### src/qcc_pkg.sv
package qcc_pkg;
	// register byte addresses on the apb bus
	localparam logic [7:0] ADDR_CTRL0 = 8'h00;
	localparam logic [7:0] ADDR_CTRL1 = 8'h04;
	localparam logic [7:0] ADDR_CTRL2 = 8'h08;
	localparam logic [7:0] ADDR_CTRL3 = 8'h0C;
	localparam logic [7:0] ADDR_STATUS = 8'h10;
	localparam logic [7:0] ADDR_MISC = 8'h14;
	// control register fields
	localparam int BIT_EN = 7;
	localparam int BIT_IE = 6;
	localparam int BIT_IS_HI = 5;
	localparam int BIT_IS_LO = 4;
	localparam int BIT_AUX = 3;
	localparam int BIT_M_HI = 2;
	localparam int BIT_M_LO = 0;
	// status register fields
	localparam int BIT_FLAG_LO = 4;
	localparam int BIT_OUT_LO = 0;
	// misc register fields
	localparam int BIT_HALVE = 0;
	localparam int BIT_AMP_LO = 1;
	localparam int BIT_REFS_LO = 4;
	localparam logic [7:0] CTRL_RESET = 8'h00;
	localparam logic [7:0] MISC_RESET = 8'h00;
	localparam logic [7:0] MISC_MASK = 8'h3F;
	localparam logic [7:0] CTRL2_MASK = 8'hF7;
	localparam int NUM_UNITS = 4;
	// interrupt edge select codes
	typedef enum logic [1:0] {
		QCC_IS_TOGGLE = 2'h0,
		QCC_IS_RSVD = 2'h1,
		QCC_IS_FALL = 2'h2,
		QCC_IS_RISE = 2'h3
	} qcc_is_t;
	// negative input select codes
	localparam logic [2:0] NEG_DIV640 = 3'h0;
	localparam logic [2:0] NEG_DIV320 = 3'h1;
	localparam logic [2:0] NEG_DIV213 = 3'h2;
	localparam logic [2:0] NEG_DIV160 = 3'h3;
	localparam logic [2:0] NEG_BANDGAP = 3'h4;
	localparam logic [2:0] NEG_DAC = 3'h5;
	localparam logic [2:0] NEG_PIN = 3'h6;
	localparam logic [2:0] NEG_RSVD = 3'h7;
endpackage

### src/qcc_top.sv
// Added by the designer: register access over APB and the register offsets.
`timescale 1ns/1ps
`default_nettype none
module qcc_top
	import qcc_pkg::*;
(
	// clock and reset
	input wire logic mclk,
	input wire logic nrst,
	// apb slave
	input wire logic psel,
	input wire logic penable,
	input wire logic pwrite,
	input wire logic [7:0] paddr,
	input wire logic [31:0] pwdata,
	output logic [31:0] prdata,
	output logic pready,
	output logic pslverr,
	// analog comparator cores
	input wire logic [3:0] cmp_raw,
	input wire logic [3:0] amp_clk_phase,
	output logic [3:0] cmp_enable,
	output logic [11:0] neg_select,
	output logic [3:0] pos_from_amp,
	output logic [3:0] cmp_use_amp_clk,
	output logic pll_clock_choice,
	output logic [1:0] reference_select_field,
	// interrupt controller
	input wire logic [3:0] vector_ack,
	output logic [3:0] irq_req,
	// conversion triggers
	output logic [3:0] conv_trigger,
	// timer capture front end
	input wire logic timer_capture_edge_select,
	input wire logic timer_capture_irq_enable,
	output logic capture_level,
	output logic capture_event,
	output logic capture_irq_req
);
	// registers and wires
	logic [7:0] ctrl_ff [NUM_UNITS];
	logic [7:0] misc_ff;
	logic halve_ff;
	logic [31:0] prdata_ff;
	logic pready_ff, pslverr_ff;
	logic [3:0] irq_ff, trig_ff, en_ff, amp_ff, ampclk_ff;
	logic [11:0] neg_ff;
	logic pll_ff, cap_lvl_ff, cap_evt_ff, cap_irq_ff;
	logic [1:0] refs_ff;
	logic [3:0] out_lvl, flag, rise, fall, tick, sw_clr;
	logic [3:0] amp_s1_ff, amp_s2_ff, amp_s3_ff;
	logic setup, wr_acc, rd_acc, addr_ok, status_wr;
	logic [31:0] rd_mux;
	logic cap_hit, nxt_halve;

	// true for any of the four control offsets
	function automatic logic is_ctrl(input logic [7:0] a);
		return a == ADDR_CTRL0 || a == ADDR_CTRL1 ||
			a == ADDR_CTRL2 || a == ADDR_CTRL3;
	endfunction

	////////////////////////////////////////////////////////////////////
	// apb decode: zero wait state, unmapped gives pslverr
	assign setup = psel && !penable;
	assign addr_ok = is_ctrl(paddr) || paddr == ADDR_STATUS ||
		paddr == ADDR_MISC;
	assign wr_acc = psel && penable && pready_ff && pwrite && addr_ok;
	assign rd_acc = setup && !pwrite;
	assign status_wr = wr_acc && paddr == ADDR_STATUS;
	// write one to a flag clears it
	assign sw_clr = status_wr ? pwdata[BIT_FLAG_LO +: NUM_UNITS] : 4'h0;
	assign rd_mux = (paddr == ADDR_CTRL0) ? {24'h0, ctrl_ff[0]} :
		(paddr == ADDR_CTRL1) ? {24'h0, ctrl_ff[1]} :
		(paddr == ADDR_CTRL2) ? {24'h0, ctrl_ff[2]} :
		(paddr == ADDR_CTRL3) ? {24'h0, ctrl_ff[3]} :
		(paddr == ADDR_STATUS) ? {24'h0, flag, out_lvl} :
		(paddr == ADDR_MISC) ? {24'h0, misc_ff} : 32'h0;

	// pready rises in the access phase, one cycle after setup
	always_ff @(posedge mclk or negedge nrst) begin
		if (!nrst) begin
			pready_ff <= 1'b0;
			pslverr_ff <= 1'b0;
			prdata_ff <= 32'h0;
		end else begin
			pready_ff <= setup;
			pslverr_ff <= setup && !addr_ok;
			// writes and misses answer zero, so stale data never shows
			if (setup) begin
				prdata_ff <= rd_acc ? rd_mux : 32'h0;
			end
		end
	end

	// control registers; bit 3 of units 2 and 3 is reserved and reads zero
	always_ff @(posedge mclk or negedge nrst) begin
		if (!nrst) begin
			for (int i = 0; i < NUM_UNITS; i++) begin
				ctrl_ff[i] <= CTRL_RESET;
			end
			misc_ff <= MISC_RESET;
		end else if (wr_acc) begin
			if (paddr == ADDR_CTRL0) begin
				ctrl_ff[0] <= pwdata[7:0];
			end
			if (paddr == ADDR_CTRL1) begin
				ctrl_ff[1] <= pwdata[7:0];
			end
			if (paddr == ADDR_CTRL2) begin
				ctrl_ff[2] <= pwdata[7:0] & CTRL2_MASK;
			end
			if (paddr == ADDR_CTRL3) begin
				ctrl_ff[3] <= pwdata[7:0] & CTRL2_MASK;
			end
			if (paddr == ADDR_MISC) begin
				misc_ff <= pwdata[7:0] & MISC_MASK;
			end
		end
	end

	////////////////////////////////////////////////////////////////////
	// sample timing: io clock, or half rate under halving
	assign nxt_halve = misc_ff[BIT_HALVE] ? ~halve_ff : 1'b1;
	genvar g;
	generate
		for (g = 0; g < NUM_UNITS; g++) begin : gen_unit
			// amp-routed units sample on a rise of their synced amp clock
			assign tick[g] = (misc_ff[BIT_AMP_LO + (g % 3)] && g < 3) ?
				(amp_s2_ff[g] && !amp_s3_ff[g]) :
				halve_ff;
			qcc_unit u_unit (
				.mclk(mclk),
				.nrst(nrst),
				.raw_cmp(cmp_raw[g]),
				.sample_tick(tick[g]),
				.enable(ctrl_ff[g][BIT_EN]),
				.irq_en(ctrl_ff[g][BIT_IE]),
				.edge_sel(qcc_is_t'(ctrl_ff[g][BIT_IS_HI:BIT_IS_LO])),
				.vector_ack(vector_ack[g]),
				.sw_clear(sw_clr[g]),
				.out_level(out_lvl[g]),
				.flag(flag[g]),
				.rise_evt(rise[g]),
				.fall_evt(fall[g])
			);
		end
	endgenerate

	// capture routing: only when route bit is set
	assign cap_hit = ctrl_ff[1][BIT_AUX] &&
		(timer_capture_edge_select ? rise[1] : fall[1]);

	////////////////////////////////////////////////////////////////////
	// registered outputs toward analog, irq and timer
	always_ff @(posedge mclk or negedge nrst) begin
		if (!nrst) begin
			halve_ff <= 1'b1;
			amp_s1_ff <= 4'h0;
			amp_s2_ff <= 4'h0;
			amp_s3_ff <= 4'h0;
			irq_ff <= 4'h0;
			trig_ff <= 4'h0;
			en_ff <= 4'h0;
			neg_ff <= 12'h0;
			amp_ff <= 4'h0;
			ampclk_ff <= 4'h0;
			pll_ff <= 1'b0;
			refs_ff <= 2'h0;
			cap_lvl_ff <= 1'b0;
			cap_evt_ff <= 1'b0;
			cap_irq_ff <= 1'b0;
		end else begin
			halve_ff <= nxt_halve;
			amp_s1_ff <= amp_clk_phase;
			amp_s2_ff <= amp_s1_ff;
			// edge taken past the sync pair, never off the first flop
			amp_s3_ff <= amp_s2_ff;
			for (int i = 0; i < NUM_UNITS; i++) begin
				irq_ff[i] <= flag[i] & ctrl_ff[i][BIT_IE];
				en_ff[i] <= ctrl_ff[i][BIT_EN];
				neg_ff[3*i +: 3] <= ctrl_ff[i][BIT_M_HI:BIT_M_LO];
			end
			trig_ff <= flag;
			amp_ff <= {1'b0, misc_ff[BIT_AMP_LO +: 3]};
			ampclk_ff <= {1'b0, misc_ff[BIT_AMP_LO +: 3]};
			pll_ff <= ctrl_ff[0][BIT_AUX];
			refs_ff <= misc_ff[BIT_REFS_LO +: 2];
			// no level reaches the timer while unrouted
			cap_lvl_ff <= ctrl_ff[1][BIT_AUX] & out_lvl[1];
			cap_evt_ff <= cap_hit;
			cap_irq_ff <= cap_hit & timer_capture_irq_enable;
		end
	end

	assign prdata = prdata_ff;
	assign pready = pready_ff;
	assign pslverr = pslverr_ff;
	assign irq_req = irq_ff;
	assign conv_trigger = trig_ff;
	assign cmp_enable = en_ff;
	assign neg_select = neg_ff;
	assign pos_from_amp = amp_ff;
	assign cmp_use_amp_clk = ampclk_ff;
	assign pll_clock_choice = pll_ff;
	assign reference_select_field = refs_ff;
	assign capture_level = cap_lvl_ff;
	assign capture_event = cap_evt_ff;
	assign capture_irq_req = cap_irq_ff;
endmodule
`default_nettype wire

### src/qcc_unit.sv
`timescale 1ns/1ps
`default_nettype none
// one comparator's digital side: sampling, edge events, flag
module qcc_unit
	import qcc_pkg::*;
(
	// clock and reset
	input wire logic mclk,
	input wire logic nrst,
	// analog side (asynchronous level)
	input wire logic raw_cmp,
	// controls
	input wire logic sample_tick,
	input wire logic enable,
	input wire logic irq_en,
	input wire qcc_pkg::qcc_is_t edge_sel,
	input wire logic vector_ack,
	input wire logic sw_clear,
	// results
	output logic out_level,
	output logic flag,
	output logic rise_evt,
	output logic fall_evt
);
	logic sync1_ff, sync2_ff, out_ff, flag_ff;
	logic nxt_out, nxt_flag, rise, fall, hit, clr;

	// new comparison only on sample tick of enabled unit
	assign nxt_out = (enable && sample_tick) ? sync2_ff : (enable & out_ff);
	assign rise = enable && sample_tick && sync2_ff && !out_ff;
	assign fall = enable && sample_tick && !sync2_ff && out_ff;
	// reserved select code raises nothing
	assign hit = (edge_sel == QCC_IS_TOGGLE) ? (rise | fall) :
		(edge_sel == QCC_IS_RISE) ? rise :
		(edge_sel == QCC_IS_FALL) ? fall : 1'b0;
	assign clr = sw_clear | (vector_ack & irq_en);
	// set wins over a same-cycle clear
	assign nxt_flag = hit | (flag_ff & ~clr);

	// two flops before the analog level is used
	always_ff @(posedge mclk or negedge nrst) begin
		if (!nrst) begin
			sync1_ff <= 1'b0;
			sync2_ff <= 1'b0;
			out_ff <= 1'b0;
			flag_ff <= 1'b0;
		end else begin
			sync1_ff <= raw_cmp;
			sync2_ff <= sync1_ff;
			out_ff <= nxt_out;
			flag_ff <= nxt_flag;
		end
	end

	assign out_level = out_ff;
	assign flag = flag_ff;
	assign rise_evt = rise;
	assign fall_evt = fall;
endmodule
`default_nettype wire

### config.mk
export PLATFORM = sky130hd
export DESIGN_NAME = qcc_top
export DESIGN_NICKNAME = d
export VERILOG_FILES = /design/src/qcc_pkg.sv /design/src/qcc_top.sv /design/src/qcc_unit.sv
export SDC_FILE = /design/constraint.sdc
export NUM_CORES = 1
export LEC_CHECK = 0
export ABC_AREA = 1
export ABC_CLOCK_PERIOD_IN_PS = 3200
export BUFFER_PORTS_ARGS = -buffer_cell sky130_fd_sc_hd__clkbuf_2
export CORE_MARGIN = 1.5
export CORE_UTILIZATION = 56
export DETAILED_ROUTE_END_ITERATION = 12
export PLACE_DENSITY_LB_ADDON = 0.2
export SLEW_MARGIN = 20
export SYNTH_ARGS = -nofsm -noshare
export SYNTH_HDL_FRONTEND = slang
export SYNTH_HIERARCHICAL = 1
export SYNTH_SLANG_ARGS = --single-unit
export TNS_END_PERCENT = 1
### constraint.sdc
create_clock -name mclk -period 3.2 [get_ports mclk]
set_input_delay 0.16 -clock mclk [delete_from_list [all_inputs] [get_ports mclk]]
set_output_delay 0.16 -clock mclk [all_outputs]
set_load 0.05 [all_outputs]
**Yosys cells after proc, flatten, opt, wreduce, memory -nomap -nowiden**

Cells that the tools add are included.

- Register bits: 129
- Input bits: 59
- Output and inout bits: 72
- Word-level logic and storage cells: 176

- Equal/unequal tests: 13
- Muxes and demuxes: 29
- Bitwise operators: 35
- Reductions and logical operators: 61

Operators with widths:

| cell | count |
|---|---|
| two-way mux 8 bit | 6 |
| logical AND 1 bit | 32 |
| two-way mux 1 bit | 21 |
| AND 1 bit | 18 |
| == test 2 bit (second input constant) | 8 |
| == test 8 x 4 -> 1 bit (second input constant) | 2 |
| == test 8 x 5 -> 1 bit (second input constant) | 2 |
| logical NOT 1 bit | 14 |
| bitwise OR 1 bit | 12 |
| AND reduction 2 bit | 5 |
| == test 8 x 3 -> 1 bit (second input constant) | 1 |
| logical NOT 2 bit | 4 |
| logical NOT 8 bit | 1 |
| two-way mux 6 bit | 1 |
| logical OR 1 bit | 5 |
| inverter 1 bit | 5 |
| two-way mux 4 bit | 1 |

**Longest topological paths before layout**

Gate-level depths: netlist of run 1.

- Depth in word-level cells: 13
- Gate-level depth with buffers: 11
- Depth with buffers taken out: 11

**By module**

The synthesis of run 1 kept the hierarchy.

Modules (own cells, without submodules):

| module | instances | cells an instance | area an instance (µm²) | seq. area each (µm²) |
|---|---|---|---|---|
| qcc_top | 1 | 391 | 3839.9 | 2228.4 |
| qcc_unit | 4 | 21 | 186.4 | 100.1 |

**Worst setup path before layout of run 1**

OpenSTA, ideal clock, no wires.

- Path kind: reg-to-reg
- From: register pready_ff (netlist: pready)
- To: register ctrl_ff[29] (netlist bit)
- Library setup time: 0.123 ns
- Arrival: 1.416 ns
- Required time: 3.077 ns
- Path slack: 1.661 ns
- Cell stages (with the launch flop): 9
- Buffers on the path: 1
- Clock period less this slack: 1.539 ns
- Cells stage by stage: dfrtp_1 nand3_1 nor2_4 nand2_2 inv_4 nand2_4 buf_6 nand2_2 o21ai_2

- Cells in the longest elaborated chain, start to end: 4

RTL lines:

| element | RTL line | RTL |
|---|---|---|
| from (decl) | qcc_top.sv:45 | `logic pready_ff, pslverr_ff;` |
| from (signal assigned) | qcc_top.sv:86 | `pready_ff <= setup;` |
| logical AND 1 bit (3 in series) | qcc_top.sv:67 | `assign wr_acc = psel && penable && pready_ff && pwrite && addr_ok;` |
| AND reduction 2 bit (no source line) | n/a |  |
| to (decl) | qcc_top.sv:41 | `logic [7:0] ctrl_ff [NUM_UNITS];` |

Every way passes these cells.
A chain may end at the register's enable or synchronous reset.

**Worst setup path after layout of run 1**

- From: register halve_ff
- To: register cap_irq_ff (netlist: capture_irq_req)

- Cells in the longest elaborated chain, start to end: 7
- Elaborated cells on any way between the ends: 9
- Those cells by class: 2 x mux; 1 x bitwise; 6 x reduce/logical

RTL lines:

| element | RTL line | RTL |
|---|---|---|
| from (decl) | qcc_top.sv:43 | `logic halve_ff;` |
| from (signal assigned) | qcc_top.sv:173 | `halve_ff <= nxt_halve;` |
| two-way mux 1 bit | qcc_top.sv:128 | `assign tick[g] = (misc_ff[BIT_AMP_LO + (g % 3)] && g < 3) ?` |
| named net tick[1] | qcc_top.sv:50 | `logic [3:0] out_lvl, flag, rise, fall, tick, sw_clr;` |
| logical AND 1 bit (3 in series) | qcc_unit.sv:31 | `assign fall = enable && sample_tick && !sync2_ff && out_ff;` |
| named net fall[1] | qcc_top.sv:50 |  |
| two-way mux 1 bit | qcc_top.sv:151 | `(timer_capture_edge_select ? rise[1] : fall[1]);` |
| logical AND 1 bit | qcc_top.sv:150 | `assign cap_hit = ctrl_ff[1][BIT_AUX] &&` |
| AND 1 bit | qcc_top.sv:191 | `cap_irq_ff <= cap_hit & timer_capture_irq_enable;` |
| to (signal assigned) | qcc_top.sv:191 |  |
| to (decl) | qcc_top.sv:48 | `logic pll_ff, cap_lvl_ff, cap_evt_ff, cap_irq_ff;` |

The timed path passes the listed nets, and every way through them passes these cells.

==> flow_summary.yaml, run 1 <==
status:
  status: "finished clean"
drt:
  drc: 0
  post_drt_wl_per_cell_um: 14.78
  vias: 3362
  drt_first_pass_iters: 5
  drt_iter0_drc: 221
  drt-total-wl_um: 9872
  via_per_inst: 5.033
  final_antenna_net_count: 0
flow_run:
  maxCapViolations: 0
global_route:
  track_usage_pct: 24.18
  grt_util_met2_pct: 38.65
  grt_pass1_wl_um: 15570
  grt_pass1_vias: 3104
  busiest_layer: "met2"
  grt_max_degree: 74
  grt-ovfl-total: 0
  antenna_found_initial: 0
  grt_util_met3_pct: 5.854
  use_met1_pct: 32.98
setup_path:
  cp-start-kind: "flip-flop"
  path_depth: 6
  cp_top_family: "flip-flops"
  crit_type: "reg2reg"
  required_ns: 3.48
  critPathBufInv: 2
  reg2reg_from: "halve_ff"
  crit_top_cell: "inv_1"
  path_cells: "inv_1 > o22ai_1 > inv_1 > nor3_1 > o21ai_0 > nor3b_1"
  cp.arrival_ns: 2.11
  crit_slowest_cell: "dfstp_2"
  critical_path.max_fanout: 5
  r2r_cells: 6
  r2r_slack_ns: 1.38
  critPathCaptureType: "flip-flop"
  r2r-end: "capture_irq_req"
  slowest_delay_ns: 0.59
die:
  start_util_pct: 58.54
  coreArea_mm2: 0.007807
  rows: 32
  pin_count: 131
  die_w_um: 93.34
  die_y_um: 93.34
  die_area_mm2: 0.008712
place:
  io_buffers: 79
  dpl.hpwl_um: 7196
  gp_congestion: 0.8965
  placed_cell_area_mm2: 0.004930
  placed_cells: 643
timing:
  max_slew_margin_pct: 40.99
  fin_worst_skew_ns: 0.01438
  period_minus_slack_ns: 1.822
  period_share_pct: 56.95
  setup_viol: 0
  fmax_mhz: 548.8
  hold_viol: 0
  tns_ns: 0
  finalMaxSlewViolations: 0
  rsz0062_at_grt: "no"
  worstMarginPinSlew_ns: 0.8852
clock_tree:
  htreeDepth: 3
  clk_latency_ns: 0.37
  post_cts_buffers: 0
  cts.path.max_buffers: 2
  cts_tree: "done"
  cts.sinks: 105
  numCtsBuffers: 9
  clk_pin_slew_ns: 0.09
  cts-root-buf: "clkbuf_8"
layout:
  drive_gt1_share_pct: 28.98
  fin_cells: 668
  nFillCells: 662
  fin_nets: 620
  design_area_mm2: 0.005228
  area_growth_pct: 14.37
  antennaDiodeCount: 0
logic_synthesis:
  syn_area_per_cell_um2: 9.684
  ys.warnings.count: 6
  synth_cells: 472
  syn-cell-area_mm2: 0.004571
power_and_ir_drop:
  p_leak_nw: 2.894
  ir_drop_mv: 0.2880
  pwr_density_cell_mw_per_mm2: 458.2
min_path:
  holdPathEnd: "capture_irq_req"
  hold_start: "timer_capture_irq_enable"
  worst_hold_path.num_cells: 2
  hold_class: "in2reg"
==> state kept, by name, summed over array words and instances, names as in the netlist, 6 cells and up <==
| name | flops |
|---|---|
| prdata | 8 |
| ctrl_ff | 30 |
| neg_select | 12 |
| misc_ff | 6 |
==> repair_timing <==
action	in CTS	in global routing
hold endpoints to repair	78	0
resized for setup	0	0
hold buffers	9	0
==> layout make-up <==
type                       count  area [um^2]  share of cell area, %
clock buffer                  12        155.1                  2.968
clock inverter                 4        52.55                  1.005
inverter                      43        163.9                  3.135
multi-input combinational    312         1597                  30.54
sequential                   105         2629                  50.29
tap                          102        127.6                  2.441
timing repair buffer          90        503.0                  9.622
==> how the worst max path moves through the flow <==
stage	from	to	slack [ns]
after CTS	halve_ff	capture_irq_req	1.42
after global placement	halve_ff	capture_irq_req	1.48
final	halve_ff	capture_irq_req	1.38
after floorplan	pready	ctrl_ff[29]	1.66
after detailed placement	halve_ff	capture_irq_req	1.44
after global routing	halve_ff	capture_irq_req	1.27
==> layer usage <==
metal  vias up  part of all wire (%)
met5         -                     0
met4         0                   1.6
met3        15                   6.9
met2       129                    49
met1      1603                    42
li1       1615                     -
==> report_power, final <==
part / total [mW] / switching (mW) / internal [mW]
registers: 1.35 / 0.00959 / 1.34
clock network: 0.844 / 0.438 / 0.407
logic: 0.198 / 0.160 / 0.0384
==> per-stage QoR <==
step / util, % / hold slack (ns) / total power, mW / setup WS, ns
2_1_floorplan: - / -0.1356 / 1.524 / 1.661
3_3_place_gp: 63.14 / 0.2684 / 1.567 / 1.483
3_5_place_dp: 63.14 / 0.2696 / 1.570 / 1.439
4_1_cts: 66.96 / 0.03156 / 2.403 / 1.416
5_1_grt: 66.96 / 0.01878 / 2.472 / 1.267
6_report: 66.96 / 0.02930 / 2.395 / 1.378
==> cells in the final DEF (no fill, tap or decap), types with 5 or more instances in the layout <==
cell type	count
nand3_1	22
clkbuf_8	11
clkbuf_2	78
nand2_1	121
o21ai_0	6
nor2_2	9
nand2_2	7
nand3_2	11
inv_1	35
conb_1	26
dfrtp_1	104
or2_0	5
o21ai_1	20
a21oi_1	10
nor2_1	32
dlygate4sd3_1	9
o21ai_2	21
inv_2	7
No activity file was read; power rests on OpenSTA's default activity.
==> run 2, diff against run 1 <==
--- a/config.mk
+++ b/config.mk
@@ -6,10 +6,10 @@
 export NUM_CORES = 1
 export LEC_CHECK = 0
 export ABC_AREA = 1
-export ABC_CLOCK_PERIOD_IN_PS = 3200
+export ABC_CLOCK_PERIOD_IN_PS = 1800
 export BUFFER_PORTS_ARGS = -buffer_cell sky130_fd_sc_hd__clkbuf_2
 export CORE_MARGIN = 1.5
-export CORE_UTILIZATION = 56
+export CORE_UTILIZATION = 52
 export DETAILED_ROUTE_END_ITERATION = 12
 export PLACE_DENSITY_LB_ADDON = 0.2
 export SLEW_MARGIN = 20
==> constraint.sdc (replaced) <==
create_clock -name mclk -period 1.8 [get_ports mclk]
set_input_delay 0.09 -clock mclk [delete_from_list [all_inputs] [get_ports mclk]]
set_output_delay 0.09 -clock mclk [all_outputs]
set_load 0.05 [all_outputs]
==> flow_summary.yaml, run 2 (synthesis results as in run 1) <==
die:
  die_y_um: 96.76
  start_util_pct: 52.93
  die_w_um: 96.76
  pin_count: 131
  rows: 34
  die_area_mm2: 0.009362
  coreArea_mm2: 0.008636
setup_path:
  cp.arrival_ns: 1.94
  crit_start: "halve_ff"
  required_ns: 2.09
  reg2reg_from: "halve_ff"
  crit_type: "reg2reg"
  critical_path.max_fanout: 5
  cp-start-kind: "flip-flop"
  critPathCaptureType: "flip-flop"
place:
  io_buffers: 79
  dpl.hpwl_um: 7292
  place_ws_ns: 0.1788
  placed_cells: 653
  gp_congestion: 0.8830
clock_tree:
  cts-root-buf: "clkbuf_8"
  cts.path.max_buffers: 2
  clk_latency_ns: 0.37
  cts-resized-gates: 0
  cts.sinks: 105
  numCtsBuffers: 9
  postCtsHoldBufs: 11
  post_cts_buffers: 0
  cts_tree: "done"
  htreeDepth: 3
  clk_pin_slew_ns: 0.10
global_route:
  grt_pass1_vias: 3242
  grt_pass1_wl_um: 16440
  antenna_found_initial: 0
  grt-ovfl-total: 0
  track_usage_pct: 22.56
  grt_max_degree: 44
drt:
  vias: 3335
  final_antenna_net_count: 0
  post_drt_wl_per_cell_um: 14.79
  drc: 0
  drt-total-wl_um: 10050
  via_per_inst: 4.904
  drt_iter0_drc: 190
  drt_first_pass_iters: 4
timing:
  fmax_mhz: 605.8
  period_minus_slack_ns: 1.651
  hold_viol: 0
  finalMaxSlewViolations: 0
  hold-worst-slack_ns: 0.02733
  setup_viol: 0
  period_share_pct: 91.71
  fin_worst_skew_ns: 0.01253
  worst_slack_ns: 0.1493
  worstMarginPinSlew_ns: 0.5769
  tns_ns: 0
  rsz0062_at_grt: "no"
  max_slew_margin_pct: 61.54
layout:
  fin_cells: 680
  area_growth_pct: 15.77
  max_flop_register: "ctrl_ff"
  layout_common_cells: "121 x nand2_1, 104 x dfrtp_1, 78 x clkbuf_2"
  nFillCells: 782
  fin_nets: 626
  largest_reg_flops: 30
  antennaDiodeCount: 0
  drive_gt1_share_pct: 29.02
  final_common_cell: "nand2_1"
min_path:
  hold_start: "vector_ack[1]"
  hold_class: "in2reg"
flow_run:
  maxCapViolations: 0
status:
  status: "finished clean"
power_and_ir_drop:
  p_leak_nw: 2.911
  pwr_density_cell_mw_per_mm2: 795.9
  ir_drop_mv: 0.4504
## run 2: worst max-delay path: stages, from the launching register on
cell and delay, ns:
dfstp_2 0.59, inv_1 0.10, o22ai_1 0.20, buf_4 0.17, inv_1 0.05, nor3_1 0.14, o21ai_0 0.13, nor3b_1 0.19
## run 2: final cells by class
cell class	count	area (um^2)	share of cell area [%]
clock buffers	12	135.1	2.554
repair buffers	96	578.1	10.92
inverters	43	163.9	3.098
clock inverters	4	53.80	1.017
multi-input cells	312	1597	30.17
flip-flops and latches	105	2629	49.68
well taps	108	135.1	2.554
## run 2: per-layer routing
layer	GRT usage, %	vias to the layer above	share of wire [%]
met4	7.135	0	1.8
met1	32.29	1597	47
met5	0	-	0
met3	3.251	14	4.6
li1	-	1628	-
met2	35.88	96	47
## run 2: per-stage QoR
stage	area, um^2	util, %	total power [mW]
2_1_floorplan	4664	-	2.709
3_3_place_gp	4992	57.81	2.799
3_5_place_dp	4992	57.81	2.806
4_1_cts	5291	61.27	4.236
5_1_grt	5291	61.27	4.350
6_report	5291	61.27	4.211
## run 2: worst paths after layout
kind / endpoint / slack [ns] / cells past startpoint
min in group asynchronous: cmp_enable[3] / 0.27 / 2
setup / recovery: capture_irq_req / 0.15 / 7
hold reg to reg: gen_unit[2].u_unit/sync2_ff / 0.35 / 0
setup reg to reg: capture_irq_req / 0.15 / 7
hold / removal: gen_unit[1].u_unit/flag / 0.03 / 4
max in group asynchronous: prdata[1] / 0.93 / 3
## run 2: power by group
part | switching (mW) | internal [mW] | total (mW)
Combinational | 0.292 | 0.0792 | 0.371
Clock | 0.789 | 0.649 | 1.44
Sequential | 0.0157 | 2.39 | 2.40
